===== src/core/regfile_consts.svh =====
// Purpose: constants of the paged register file decoder
// Assumes: included by bare name from package and modules
// Notes:   offsets are register-file addresses, counts are decimal
`ifndef REGFILE_CONSTS_SVH
`define REGFILE_CONSTS_SVH

`define RF_ADDR_W      8           // register addressing bus width
`define RF_DATA_W      8           // byte-wide registers
`define RF_GP_COUNT    224         // general-purpose locations
`define RF_GP_LAST     8'hdf       // last general-purpose address
`define RF_SYS_BASE    8'he0       // first system register
`define RF_SYS_LAST    8'hef       // last system register
`define RF_SYS_COUNT   16          // registers in the system group
`define RF_PAGE_BASE   8'hf0       // first paged window address
`define RF_PAGE_REGS   16          // registers per peripheral page
`define RF_PAGE_COUNT  64          // most pages that can exist
`define RF_PAGE_W      6           // page number width
`define RF_IDX_W       4           // register index within a group
`define RF_RP_IDX      4'h9        // register pointer, index in group e
`define RF_PP_IDX      4'ha        // page pointer, index in group e
`define RF_SYS_RST     8'h00       // system register reset value
`define RF_ABSENT_VAL  8'hff       // read value of an absent page
`define RF_MEM_ADDR_W  16          // memory bus width
`define RF_INT_W       6           // interrupt/dma bus width

`endif


===== src/core/regfile_pkg.sv =====
// Purpose: types shared by the register file decoder
// Assumes: constants come from regfile_consts.svh
// Notes:   whole decoder state is one packed struct
`include "regfile_consts.svh"

package regfile_pkg;

    // region hit by a register access
    typedef enum logic [1:0] {
        REG_GP,
        REG_SYS,
        REG_PAGE,
        REG_ABSENT
    } region_t;

    typedef logic [`RF_DATA_W-1:0] byte_t;  // one register

    // complete state of the decoder
    typedef struct packed {
        byte_t [`RF_SYS_COUNT-1:0]  sys;          // system group
        logic                       rd_pend;      // read taken last cycle
        region_t                    rd_region;    // region of that read
        byte_t                      sys_val;      // captured system value
        logic                       rd_valid;     // read answer strobe
        byte_t                      rd_data;      // read answer
        logic                       periph_rd;    // peripheral read strobe
        logic                       periph_wr;    // peripheral write strobe
        logic [`RF_PAGE_W-1:0]      periph_page;  // page being accessed
        logic [`RF_IDX_W-1:0]       periph_idx;   // register in page
        byte_t                      periph_wdata; // peripheral write data
        logic                       prog_req;     // program memory request
        logic                       data_req;     // data memory request
        logic                       mem_we;       // data memory write
        logic [`RF_MEM_ADDR_W-1:0]  mem_addr;     // memory address
        logic [`RF_INT_W-1:0]       int_to_per;   // core to peripherals
        logic [`RF_INT_W-1:0]       int_to_core;  // peripherals to core
    } dec_state_t;

endpackage : regfile_pkg


===== src/core/gp_ram.sv =====
// Purpose: general-purpose register storage with registered read
// Assumes: one read or write port, synchronous reset
// Notes:   read data appear one edge after the address
`timescale 1ns/1ps
`default_nettype none

module gp_ram #(
    parameter int DEPTH  = 224,
    parameter int WIDTH  = 8,
    parameter int ADDR_W = 8
) (
    input  wire logic              ref_clk_i,  // core clock
    input  wire logic              reset_i,    // sync reset, high
    input  wire logic              we_i,       // write strobe
    input  wire logic [ADDR_W-1:0] addr_i,     // location
    input  wire logic [WIDTH-1:0]  wdata_i,    // write data
    output logic      [WIDTH-1:0]  rdata_o     // registered read data
);

    // refuse a depth the address cannot reach
    if (DEPTH < 1 || DEPTH > (1 << ADDR_W)) begin : g_bad_depth
        $error("gp_ram depth out of range");
    end

    // state of the memory: contents and output register
    typedef struct packed {
        logic [DEPTH-1:0][WIDTH-1:0] mem;   // storage cells
        logic [WIDTH-1:0]            rdata; // read register
    } ram_state_t;

    ram_state_t q;  // current state
    ram_state_t d;  // next state

    // write and read of the addressed cell
    always_comb begin
        d = q;
        if (32'(addr_i) < DEPTH) begin
            d.rdata = q.mem[addr_i];
            if (we_i) begin
                d.mem[addr_i] = wdata_i;
            end
        end else begin
            d.rdata = '0;
        end
    end

    // state register
    always_ff @(posedge ref_clk_i) begin
        if (reset_i) begin
            q <= '0;
        end else begin
            q <= d;
        end
    end

    assign rdata_o = q.rdata;

endmodule : gp_ram

`default_nettype wire


===== src/core/paged_register_file_decoder.sv =====
// Purpose: register file decode, system group and paged window
// Assumes: core issues one register access per cycle, peripherals
//          answer a page read in the cycle their strobe is high
// Notes:   every read answers exactly two edges after it is taken
//          and a page with no peripheral reads as all ones; both
//          pointers live in the system group
//
// Notes on behaviour
// - 240 directly addressed byte registers, 8-bit address
// - addresses 0..223 are general-purpose storage
// - addresses 224..239 are the system group
// - addresses 240..255 window the selected page
// - up to 64 pages of 16 peripheral registers
// - dedicated 8-bit register bus, apart from memory
// - program, data and register spaces are distinct
// - 6-bit interrupt/dma bus between core and peripherals
// - page pointer at 234 selects page, persists
// - working address: pointer high nibble, instruction low
// - pages exist only where a peripheral exists
`include "regfile_consts.svh"
`timescale 1ns/1ps
`default_nettype none

module paged_register_file_decoder #(
    // pages whose peripheral is fitted, one bit per page
    parameter logic [`RF_PAGE_COUNT-1:0] PAGE_PRESENT =
        64'h0000_0000_0000_000f,
    parameter int                        GP_COUNT     = `RF_GP_COUNT
) (
    input  wire logic                      ref_clk_i,      // core clock
    input  wire logic                      reset_i,        // sync reset
    // register addressing bus from the core
    input  wire logic [`RF_ADDR_W-1:0]     reg_addr_i,     // address
    input  wire logic                      reg_work_i,     // working mode
    input  wire logic                      reg_rd_i,       // read strobe
    input  wire logic                      reg_wr_i,       // write strobe
    input  wire logic [`RF_DATA_W-1:0]     reg_wdata_i,    // write data
    output logic      [`RF_DATA_W-1:0]     reg_rdata_o,    // read answer
    output logic                           reg_rvalid_o,   // answer strobe
    output logic      [`RF_PAGE_W-1:0]     page_sel_o,     // page pointer
    // paged peripheral window
    output logic                           per_rd_o,       // read strobe
    output logic                           per_wr_o,       // write strobe
    output logic      [`RF_PAGE_W-1:0]     per_page_o,     // page number
    output logic      [`RF_IDX_W-1:0]      per_idx_o,      // reg in page
    output logic      [`RF_DATA_W-1:0]     per_wdata_o,    // write data
    input  wire logic [`RF_DATA_W-1:0]     per_rdata_i,    // read data
    // memory bus from the core
    input  wire logic                      mem_req_i,      // request
    input  wire logic                      mem_data_i,     // 1 data, 0 prog
    input  wire logic                      mem_we_i,       // write
    input  wire logic [`RF_MEM_ADDR_W-1:0] mem_addr_i,     // address
    output logic                           prog_req_o,     // program req
    output logic                           data_req_o,     // data req
    output logic                           mem_we_o,       // data write
    output logic      [`RF_MEM_ADDR_W-1:0] mem_addr_o,     // address
    // interrupt/dma bus
    input  wire logic [`RF_INT_W-1:0]      int_core_i,     // from core
    output logic      [`RF_INT_W-1:0]      int_per_o,      // to peripherals
    input  wire logic [`RF_INT_W-1:0]      int_per_i,      // from periphs
    output logic      [`RF_INT_W-1:0]      int_core_o      // to core
);

    // refuse a general-purpose size that overlaps the system group
    // a smaller store leaves its upper addresses reading zero
    if (GP_COUNT < 1 || GP_COUNT > `RF_GP_COUNT) begin : g_bad_gp
        $error("general-purpose count out of range");
    end

    // the whole decoder state lives in one packed struct: q is the
    // registered copy, d the value it takes at the next edge
    regfile_pkg::dec_state_t q;  // current state
    regfile_pkg::dec_state_t d;  // next state

    // decode results, combinational except the storage read data
    logic [`RF_ADDR_W-1:0]  eff_addr;   // address after working mode
    regfile_pkg::region_t   region;     // region of this access
    logic [`RF_PAGE_W-1:0]  cur_page;   // page pointer value
    logic                   page_ok;    // selected page exists
    logic                   gp_we;      // write into storage
    logic [`RF_DATA_W-1:0]  gp_rdata;   // storage read data
    logic [`RF_SYS_COUNT-1:0] sys_we;   // write strobe per system reg

    // address forming and region decode
    always_comb begin
        // both pointers are read from the registered copy, so a pointer
        // write is seen by the access in the following cycle, never by
        // the access that carries the write itself
        // working mode takes the high nibble from the pointer
        if (reg_work_i) begin
            eff_addr = {q.sys[`RF_RP_IDX][7:4], reg_addr_i[3:0]};
        end else begin
            eff_addr = reg_addr_i;  // direct 8-bit address
        end
        // page pointer selects one of 64 pages
        cur_page = q.sys[`RF_PP_IDX][`RF_PAGE_W-1:0];
        page_ok  = PAGE_PRESENT[cur_page];
        // three regions of the 8-bit space
        if (eff_addr <= `RF_GP_LAST) begin
            region = regfile_pkg::REG_GP;
        end else if (eff_addr <= `RF_SYS_LAST) begin
            region = regfile_pkg::REG_SYS;
        end else if (page_ok) begin
            region = regfile_pkg::REG_PAGE;
        end else begin
            region = regfile_pkg::REG_ABSENT;
        end
        // storage is written only for addresses of its own region
        gp_we = reg_wr_i && (region == regfile_pkg::REG_GP);
    end

    // one write strobe per system register, decoded per entry
    for (genvar gi = 0; gi < `RF_SYS_COUNT; gi++) begin : g_sys_we
        // this entry is written when the low nibble names it
        assign sys_we[gi] = reg_wr_i
            && (region == regfile_pkg::REG_SYS)
            && (eff_addr[3:0] == 4'(gi));
    end

    // storage answers one edge after the address; the read pipeline
    // below waits one edge more, so that every region answers alike
    // general-purpose storage, read data registered inside
    gp_ram #(
        .DEPTH  (GP_COUNT),
        .WIDTH  (`RF_DATA_W),
        .ADDR_W (`RF_ADDR_W)
    ) u_gp_ram (
        .ref_clk_i (ref_clk_i),
        .reset_i   (reset_i),
        .we_i      (gp_we),
        .addr_i    (eff_addr),
        .wdata_i   (reg_wdata_i),
        .rdata_o   (gp_rdata)
    );

    // next-state logic for registers, window and side buses
    always_comb begin
        d = q;
        // system group writes, value kept until rewritten
        for (int i = 0; i < `RF_SYS_COUNT; i++) begin
            if (sys_we[i]) begin
                d.sys[i] = reg_wdata_i;
            end
        end
        // a read is taken in two stages so that storage, system group
        // and peripheral window all answer exactly two edges later
        // first read stage: remember region and system value
        d.rd_pend   = reg_rd_i;
        d.rd_region = region;
        d.sys_val   = q.sys[eff_addr[3:0]];
        // page number, index and data hold between window accesses so
        // that a peripheral may look at them late without harm
        // window strobes only reach a present page
        d.periph_rd = reg_rd_i && (region == regfile_pkg::REG_PAGE);
        d.periph_wr = reg_wr_i && (region == regfile_pkg::REG_PAGE);
        if (region == regfile_pkg::REG_PAGE) begin
            d.periph_page  = cur_page;
            d.periph_idx   = eff_addr[3:0];
            d.periph_wdata = reg_wdata_i;
        end
        // the peripheral drives its read data while the strobe stands,
        // so its answer is sampled at the end of that cycle
        // second read stage: pick the answer
        d.rd_valid = q.rd_pend;
        case (q.rd_region)
            regfile_pkg::REG_GP:     d.rd_data = gp_rdata;
            regfile_pkg::REG_SYS:    d.rd_data = q.sys_val;
            regfile_pkg::REG_PAGE:   d.rd_data = per_rdata_i;
            regfile_pkg::REG_ABSENT: d.rd_data = `RF_ABSENT_VAL;
            default:                 d.rd_data = `RF_ABSENT_VAL;
        endcase
        if (!q.rd_pend) begin
            d.rd_data = q.rd_data;  // hold last answer
        end
        // a program-space request never carries a write: program space
        // is read-only from this side of the block
        // memory bus steered to distinct spaces
        d.prog_req = mem_req_i && !mem_data_i;
        d.data_req = mem_req_i && mem_data_i;
        d.mem_we   = mem_req_i && mem_data_i && mem_we_i;
        if (mem_req_i) begin
            d.mem_addr = mem_addr_i;
        end
        // the interrupt/dma lines are registered in each direction with
        // one cycle of delay, their meaning is not decoded here
        // interrupt/dma bus passed both ways
        d.int_to_per  = int_core_i;
        d.int_to_core = int_per_i;
    end

    // state register, synchronous reset
    always_ff @(posedge ref_clk_i) begin
        if (reset_i) begin
            q <= '0;
            // the system group restarts too, so page pointer and
            // register pointer both begin at zero
            for (int i = 0; i < `RF_SYS_COUNT; i++) begin
                q.sys[i] <= `RF_SYS_RST;
            end
        end else begin
            q <= d;
        end
    end

    // every output is a bit of the state register, with no logic
    // between the flip-flops and the pins
    // outputs straight from the state register
    assign reg_rdata_o  = q.rd_data;
    assign reg_rvalid_o = q.rd_valid;
    assign page_sel_o   = q.sys[`RF_PP_IDX][`RF_PAGE_W-1:0];
    assign per_rd_o     = q.periph_rd;
    assign per_wr_o     = q.periph_wr;
    assign per_page_o   = q.periph_page;
    assign per_idx_o    = q.periph_idx;
    assign per_wdata_o  = q.periph_wdata;
    assign prog_req_o   = q.prog_req;
    assign data_req_o   = q.data_req;
    assign mem_we_o     = q.mem_we;
    assign mem_addr_o   = q.mem_addr;
    assign int_per_o    = q.int_to_per;
    assign int_core_o   = q.int_to_core;

endmodule : paged_register_file_decoder

`default_nettype wire


===== config.mk =====
export PLATFORM = sky130hd
export DESIGN_NAME = paged_register_file_decoder
export DESIGN_NICKNAME = d
export VERILOG_FILES = /design/src/core/regfile_pkg.sv /design/src/core/gp_ram.sv /design/src/core/paged_register_file_decoder.sv
export VERILOG_INCLUDE_DIRS = /design/src /design/src/core
export SDC_FILE = /design/constraint.sdc
export NUM_CORES = 2
export LEC_CHECK = 0
export ABC_CLOCK_PERIOD_IN_PS = 3300
export BUFFER_PORTS_ARGS = -buffer_cell sky130_fd_sc_hd__buf_2
export CELL_PAD_IN_SITES_DETAIL_PLACEMENT = 1
export CELL_PAD_IN_SITES_GLOBAL_PLACEMENT = 1
export CORE_ASPECT_RATIO = 2
export CORE_UTILIZATION = 45
export CTS_BUF_LIST = sky130_fd_sc_hd__clkbuf_2 sky130_fd_sc_hd__clkbuf_4 sky130_fd_sc_hd__clkbuf_8
export DETAILED_ROUTE_END_ITERATION = 10
export PLACE_DENSITY = 0.81
export SYNTH_ARGS = -nofsm -noshare
export SYNTH_HDL_FRONTEND = slang
export SYNTH_SLANG_ARGS = --single-unit
export TNS_END_PERCENT = 1

===== constraint.sdc =====
create_clock -name ref_clk_i -period 3.3 [get_ports ref_clk_i]
set_input_delay 0.66 -clock ref_clk_i [delete_from_list [all_inputs] [get_ports ref_clk_i]]
set_output_delay 0.66 -clock ref_clk_i [all_outputs]
set_load 0.005 [all_outputs]

### Word-level counts from Yosys, hierarchy flattened

Memory sizes are Yosys's and may differ from the RTL's. A register that Yosys moved wholly into a read port is not among the register bits.
Index checks and enable logic that the tools add are counted.

* register bits: 1999
* output and inout bits: 66
* ROM bits: 64
* memories kept: 1
* input bits: 60

Memories
* (name not given): words 64, bits a word 1, read ports 1, clocked after Yosys merged registers in 1, write ports 0, RTL line paged_register_file_decoder.sv:97 `page_ok = PAGE_PRESENT[cur_page];`

* bitwise operators: 1
* multiplexer cells: 15
* reduce and logical (&&, ||, !) cells: 30
* equality and inequality tests: 20
* magnitude comparators: 7

Operator list (number)
* 1792-bit bitwise mux: 1
* 8-bit binary-select mux with 8-bit select: 1
* 8-bit demux with 8-bit select: 1
* 8-bit binary-select mux with 4-bit select: 1
* 4-bit == test, second input constant: 8
* 8-bit 2-to-1 mux: 4
* 8-bit one-hot mux with 4 select lines: 1
* 1-bit logical AND: 24
* 4-bit by 3-bit == test with 1-bit output, second input constant: 4
* 8-bit <= comparator, second input constant: 2
* 6-bit 2-to-1 mux: 2
* 8-bit by 9-bit < comparator with 1-bit output, second input constant: 1
* 4-bit by 2-bit == test with 1-bit output, second input constant: 2
* 8-bit by 1-bit greater-or-equal comparator with 1-bit output, second input constant: 1
* 8-bit < comparator, second input constant: 1
* 6-bit by 7-bit < comparator with 1-bit output, second input constant: 1
* 2-bit == test, second input constant: 3
* 4-bit by 5-bit < comparator with 1-bit output, second input constant: 1
* 2-bit by 1-bit == test with 1-bit output, second input constant: 2
* 4-bit by 1-bit == test with 1-bit output, second input constant: 1
* 2-bit logical NOT: 2
* 4-bit logical NOT: 1
* 2-bit 2-to-1 mux: 2
* 1-bit 2-to-1 mux: 2
* other kinds (4): 4

### Depth between registers and ports, before layout

* depth in word-level cells: 10
* mapped depth: 11

### Modules after synthesis

A second synthesis with hierarchy kept.

* cells, all modules: 10154
* area total of the unflattened synthesis: 87278.7 um^2

Modules (own cells, without submodules)
* gp_ram: cells each 9306, instances 1, sequential area each 36034.6 um^2, area an instance 78241.3 um^2
* paged_register_file_decoder: cells each 848, instances 1, sequential area each 4003.8 um^2, area an instance 9037.4 um^2

### Worst setup path after synthesis

OpenSTA, ideal clock, no wires.

* kind: input-to-reg
* from: input reg_addr_i[0]
* to: register q[60] (netlist name)
* slack: 0.579 ns
* data required time: 3.185 ns
* setup time: 0.115 ns
* arrival time: 2.606 ns
* path buffers: 4
* cell stages on the path: 7
* cell sequence: buf_4 -> buf_6 -> buf_2 -> buf_2 -> mux4_2 -> mux4_2 -> and2_1

* longest elaborated chain between the ends: 3

RTL lines
* from (decl): RTL line paged_register_file_decoder.sv:33 `` input wire logic [`RF_ADDR_W-1:0] reg_addr_i, ``
* 8-bit 2-to-1 mux: RTL line paged_register_file_decoder.sv:90 `if (reg_work_i) begin`
* 8-bit binary-select mux with 4-bit select: RTL line paged_register_file_decoder.sv:150 `d.sys_val = q.sys[eff_addr[3:0]];`
* 8-bit 2-to-1 mux (not written as such): RTL line paged_register_file_decoder.sv:150
* to (decl): RTL line paged_register_file_decoder.sv:72 `regfile_pkg::dec_state_t q;`

No other way between the ends. The select of a mux whose other input is x is not followed.
A chain may end at the register's enable or synchronous reset.

### Final worst setup path

* from: register q[147] (netlist name)
* to: register u_gp_ram.q (netlist bit u_gp_ram.rdata_o[3])

* longest elaborated chain between the ends: 4
* elaborated cells on any way between the ends: 6
* classes of those cells: 1 x order compare; 3 x mux; 1 x bitwise; 1 x reduce/logical

RTL lines
* 8-bit 2-to-1 mux *: RTL line paged_register_file_decoder.sv:90
* branches (longest 3 deep; another with 8-bit binary-select mux with 8-bit select)
* to (signal assigned): RTL line gp_ram.sv:50 `q <= '0;`
* to (signal assigned): RTL line gp_ram.sv:52 `q <= d;`
* to (decl): RTL line gp_ram.sv:31 `ram_state_t q;`

Mark *: on every way between the ends. The select of a mux whose other input is x is not followed.

==> results.txt <==
- In this run switching power makes up 25.24% of total power.
- Synth cell types: 56
- The number of nets in the synthesized netlist is 10390.
- Highest attainable clock frequency: 0.3176 GHz
* Worst max-slew margin expressed relative to the limit: 17.64%
- The final number of max-transition violations is 0.
- On the final layout, the worst clock skew is 0.05367 ns.
- 126 I/O pins were placed.
- STA puts the critical path data required time at 4.14 ns.
* Critical path startpoint category: flip-flop
* Placed Instances: 12430
* Peak fanout along the critical path: 15
* Final WS setup: 0.1517 ns
- Register clock-pin slew on the reported worst setup and hold paths: 0.09 ns
- Net total in the final layout: 10280
- Drt drc: 28
- RSZ-0062 raised after global routing: false
- Detailed placer's ending HPWL: 230800 um
- Combinational share of power: 6.2%
- The floorplan step set the die width to 315.1 um.
- Worst Setup Slack post-DPL: -0.3070 ns
- Clock tree from TritonCTS: yes
- In the global route stage, overall resource usage came out at 34.66%.
- For this design the ratio of total power to cell area is 488.0 mW/mm2.
- Sequential Power Share: 49.5%
- Async SR Flop Fraction: 0%
- 1st-pass router iterations: 9
- Hold crit path type: input port to flip-flop
* Least-Margin Pin Slew: 1.235 ns
- Flop-to-flop setup slack: 0.15 ns
- Data arrives at the worst endpoint at 3.98 ns.
- Per report_power, the clock group accounts for 44.3% of the total.
- Routed wire length: 353200 um
* Number of antenna violations at the first check in global routing: 12
- In the routed layout, each cell is associated on average with a via count of 6.457.
- Initial Util: 45.34%
* Pin count of the biggest net entering global routing: 211
* Floorplan die area: 0.1979 mm2
- Dividing the final minimum period by the clock period gives 95.40%.
- Yosys reg bits: 2000
- The internal portion of the total power is 36.56 mW.
- The worst setup path is of the flip-flop to flip-flop kind.
- The tool flagged a number of max-cap violations equal to 0.
- Leading register cell type out of synthesis: sky130_fd_sc_hd__dfxtp_1
- The core region is 0.1946 mm2.
- Counting the buffers created by CTS gives 289.
- After detailed routing, the average wire length per cell comes to 27.23 um.
* Length in cells of the worst reg-to-reg path: 9
* CTS max path bufs: 4
* Worst Hold Slack: 0.09598 ns
* Maximum ir drop on the vdd rail: 0.2979 mV
- Once the clock tree was built, the setup fixing pass inserted 0 buffers.
- After technology mapping, the gate count stands at 10330.
- Area growth from synthesis to layout: 13.58%
* Critical R2R Launch: q[147]
* Height of the die: 628.2 um
- Sequential area share after synthesis: 45.39%
- The worst path in the final design needs a cycle of 3.148 ns, including I/O delays and setup.
- The endpoint identified for the worst register-to-register timing path is u_gp_ram.rdata_o[3].
- At the end of routability-driven placement, the weighted congestion stood at 0.9329.
* Endpoint type of the worst setup path: flip-flop
* Final core occ: 51.50%
* First-pass GRT wire length: 532300 um
- Synthesized area divided by synthesized cell count: 8.543 um2
* Total of endpoints with negative setup slack in the final report: 0
- Violated checks: design-rule violations
- The floorplan has 229 rows.
- The flow ran to the end, but the final reports show violations.
- The Yosys step of the flow raised 0 warnings.
- Number of H-tree levels: 5
- Count of port buffers added during placement: 125
- Master cell of the clock root buffer: sky130_fd_sc_hd__clkbuf_8
- Detailed router's first-iteration violation count: 7219
* Number of global-route vias before repair: 90430
- The final-report hold violation count is 0.
- NetSw: 12.34 mW
- The synthesized netlist occupies a cell area of 0.08822 mm2.
* Hold EP: q[180]
- Clock latency of the later-clocked register in the worst-skew pair: 0.96 ns
- After global routing the overflow that remains totals 0.
- In this run the most critical hold path is launched from reg_wdata_i[5].
- Number of vias in the routed layout: 83770
* Count of flip-flops with a built-in enable after synthesis: 0
* Clock sink count: 2000
* Hold Crit Depth: 3
* Fin cells: 12970
- Share of post-route cells with drive strength above 1: 17.34%
- ANT nets after route: 0
- Summed over all cells, the static leakage comes to 32.28 nW.
cell usage in the layout (no fill, tap or decap), types with 10 or more instances in the layout:
cell type / instances
sky130_fd_sc_hd__nand2_1: 2079
sky130_fd_sc_hd__inv_1: 11
sky130_fd_sc_hd__buf_8: 10
sky130_fd_sc_hd__nand4_1: 24
sky130_fd_sc_hd__mux4_2: 506
sky130_fd_sc_hd__buf_2: 112
sky130_fd_sc_hd__nand3_4: 14
sky130_fd_sc_hd__o22ai_1: 25
sky130_fd_sc_hd__a22o_1: 42
sky130_fd_sc_hd__nor2b_1: 18
sky130_fd_sc_hd__dlygate4sd3_1: 40
sky130_fd_sc_hd__nand2b_1: 15
sky130_fd_sc_hd__o221ai_1: 12
sky130_fd_sc_hd__a22oi_1: 49
sky130_fd_sc_hd__mux2i_1: 64
sky130_fd_sc_hd__and2_1: 12
sky130_fd_sc_hd__mux2_2: 10
sky130_fd_sc_hd__clkbuf_4: 93
sky130_fd_sc_hd__clkinv_2: 23
sky130_fd_sc_hd__o211ai_1: 21
sky130_fd_sc_hd__nand2_4: 12
sky130_fd_sc_hd__nor2_1: 184
sky130_fd_sc_hd__dfxtp_1: 2000
sky130_fd_sc_hd__buf_12: 142
sky130_fd_sc_hd__nor2_2: 38
sky130_fd_sc_hd__nand3_1: 387
sky130_fd_sc_hd__a21oi_1: 1962
sky130_fd_sc_hd__nor2_4: 10
sky130_fd_sc_hd__buf_4: 423
sky130_fd_sc_hd__clkbuf_8: 369
sky130_fd_sc_hd__o21ai_0: 1598
sky130_fd_sc_hd__a221oi_1: 14
sequential cells by signal, indices dropped and copies added, names as in the netlist:
| signal | count |
|---|---|
| per_rd_o | 1 |
| int_core_o | 6 |
| mem_we_o | 1 |
| reg_rdata_o | 8 |
| mem_addr_o | 16 |
| per_idx_o | 4 |
| u_gp_ram.q | 1792 |
| page_ok | 1 |
| data_req_o | 1 |
| prog_req_o | 1 |
| d | 1 |
| u_gp_ram.rdata_o | 8 |
| per_page_o | 6 |
| reg_rvalid_o | 1 |
| per_wdata_o | 8 |
| per_wr_o | 1 |
| q | 132 |
| page_sel_o | 6 |
| int_per_o | 6 |
synthesized netlist by cell type, types with 11 or more instances:
master | number | area (um2)
sky130_fd_sc_hd__nand2_1 | 2088 | 7838
sky130_fd_sc_hd__dfxtp_1 | 2000 | 40040
sky130_fd_sc_hd__a21oi_1 | 1962 | 9819
sky130_fd_sc_hd__o21ai_0 | 1598 | 7998
sky130_fd_sc_hd__clkbuf_1 | 853 | 3202
sky130_fd_sc_hd__mux4_2 | 506 | 11400
sky130_fd_sc_hd__nand3_1 | 396 | 1982
sky130_fd_sc_hd__nor2_1 | 186 | 698.2
sky130_fd_sc_hd__buf_2 | 125 | 625.6
sky130_fd_sc_hd__buf_4 | 81 | 608.1
sky130_fd_sc_hd__mux2i_1 | 65 | 650.6
sky130_fd_sc_hd__buf_1 | 60 | 225.2
sky130_fd_sc_hd__a22oi_1 | 49 | 367.9
sky130_fd_sc_hd__a22o_1 | 42 | 367.9
sky130_fd_sc_hd__nor2_2 | 38 | 237.7
sky130_fd_sc_hd__o22ai_1 | 25 | 156.4
sky130_fd_sc_hd__nand4_1 | 24 | 150.1
sky130_fd_sc_hd__o211ai_1 | 21 | 157.7
sky130_fd_sc_hd__nor2b_1 | 20 | 125.1
sky130_fd_sc_hd__nand2b_1 | 15 | 93.84
sky130_fd_sc_hd__a221oi_1 | 14 | 122.6
sky130_fd_sc_hd__and2_1 | 14 | 87.58
sky130_fd_sc_hd__o221ai_1 | 12 | 105.1
sky130_fd_sc_hd__buf_6 | 11 | 123.9
sky130_fd_sc_hd__inv_1 | 11 | 41.29
cell families (layout without fill, tap and decap cells):
group,count (synthesis),in the layout,share of synthesized area (%)
AOI/OAI and AO/OA,3761,3761,22.05
muxes,581,581,13.78
buffers and inverters,1142,1239,5.475
and+or+nand+nor,2842,2842,13.31
DFF,2000,2000,45.39
other,0,8,0
per-layer routing:
metal  part of all wire [%]  track usage (%)
met5                  0.020                0
met4                     11            33.37
met3                    6.4            6.312
met2                     50            59.69
met1                     33            34.59
worst max-delay path, stage by stage, from the launching register on:
cell and delay, ns:
sky130_fd_sc_hd__dfxtp_1 0.49, sky130_fd_sc_hd__mux2i_4 0.47, sky130_fd_sc_hd__nor2_1 0.22, sky130_fd_sc_hd__buf_4 0.20
sky130_fd_sc_hd__buf_4 0.21, sky130_fd_sc_hd__a22o_1 0.25, sky130_fd_sc_hd__o21ai_0 0.58, sky130_fd_sc_hd__buf_4 0.30
sky130_fd_sc_hd__o2111a_1 0.21, sky130_fd_sc_hd__nand4_1 0.08
power by group through the flow:
stage          registers, mW  clock network [mW]  logic (mW)
6_report                24.2                21.7        3.02
3_5_place_dp            24.8                   0        2.89
3_3_place_gp            24.7                   0        2.84
4_1_cts                 24.2                21.7        2.94
2_1_floorplan           24.7                   0        1.67
5_1_grt                 24.2                22.8        3.09
worst max path at each step:
stage / slack (ns) / to / start / depth (start not counted)
after floorplan: 0.58 / q[60] / reg_addr_i[0] / 7
after global placement: -0.23 / u_gp_ram.rdata_o[6] / reg_addr_i[0] / 10
after detailed placement: -0.31 / u_gp_ram.rdata_o[3] / reg_work_i / 10
after CTS: 0.13 / u_gp_ram.q[1013] / q[147] / 8
after global routing: 0.14 / u_gp_ram.q[1001] / q[147] / 8
final: 0.15 / u_gp_ram.rdata_o[3] / q[147] / 9
cell type report:
type | instances | area (um2)
Antenna cell | 8 | 20.02
Clock buffer | 462 | 5777
Clock inverter | 37 | 360.3
Fill cell | 22560 | 94350
Inverter | 12 | 45.04
Multi-Input combinational cell | 7184 | 43640
Sequential cell | 2000 | 40040
Tap cell | 2541 | 3179
Timing Repair Buffer | 728 | 7141
stage by stage:
| step | cell area, um2 | TNS [ns] | power, mW |
|---|---|---|---|
| 3_5_place_dp | 93640 | -2.687 | 27.64 |
| 5_1_grt | 100200 | 0 | 50.09 |
| 2_1_floorplan | 88220 | 0 | 26.41 |
| 6_report | 100200 | 0 | 48.90 |
| 3_3_place_gp | 93640 | -0.9472 | 27.59 |
| 4_1_cts | 100200 | 0 | 48.89 |
timing repair:
| action | 4_1_cts | 5_1_grt |
|---|---|---|
| resized for setup | 0 | 1 |
| endpoints found under the hold margin | 40 | 0 |
| endpoints found under the setup margin | 0 | 39 |
| hold buffers | 40 | 0 |
Note: power is estimated with default switching activity, not from simulation.
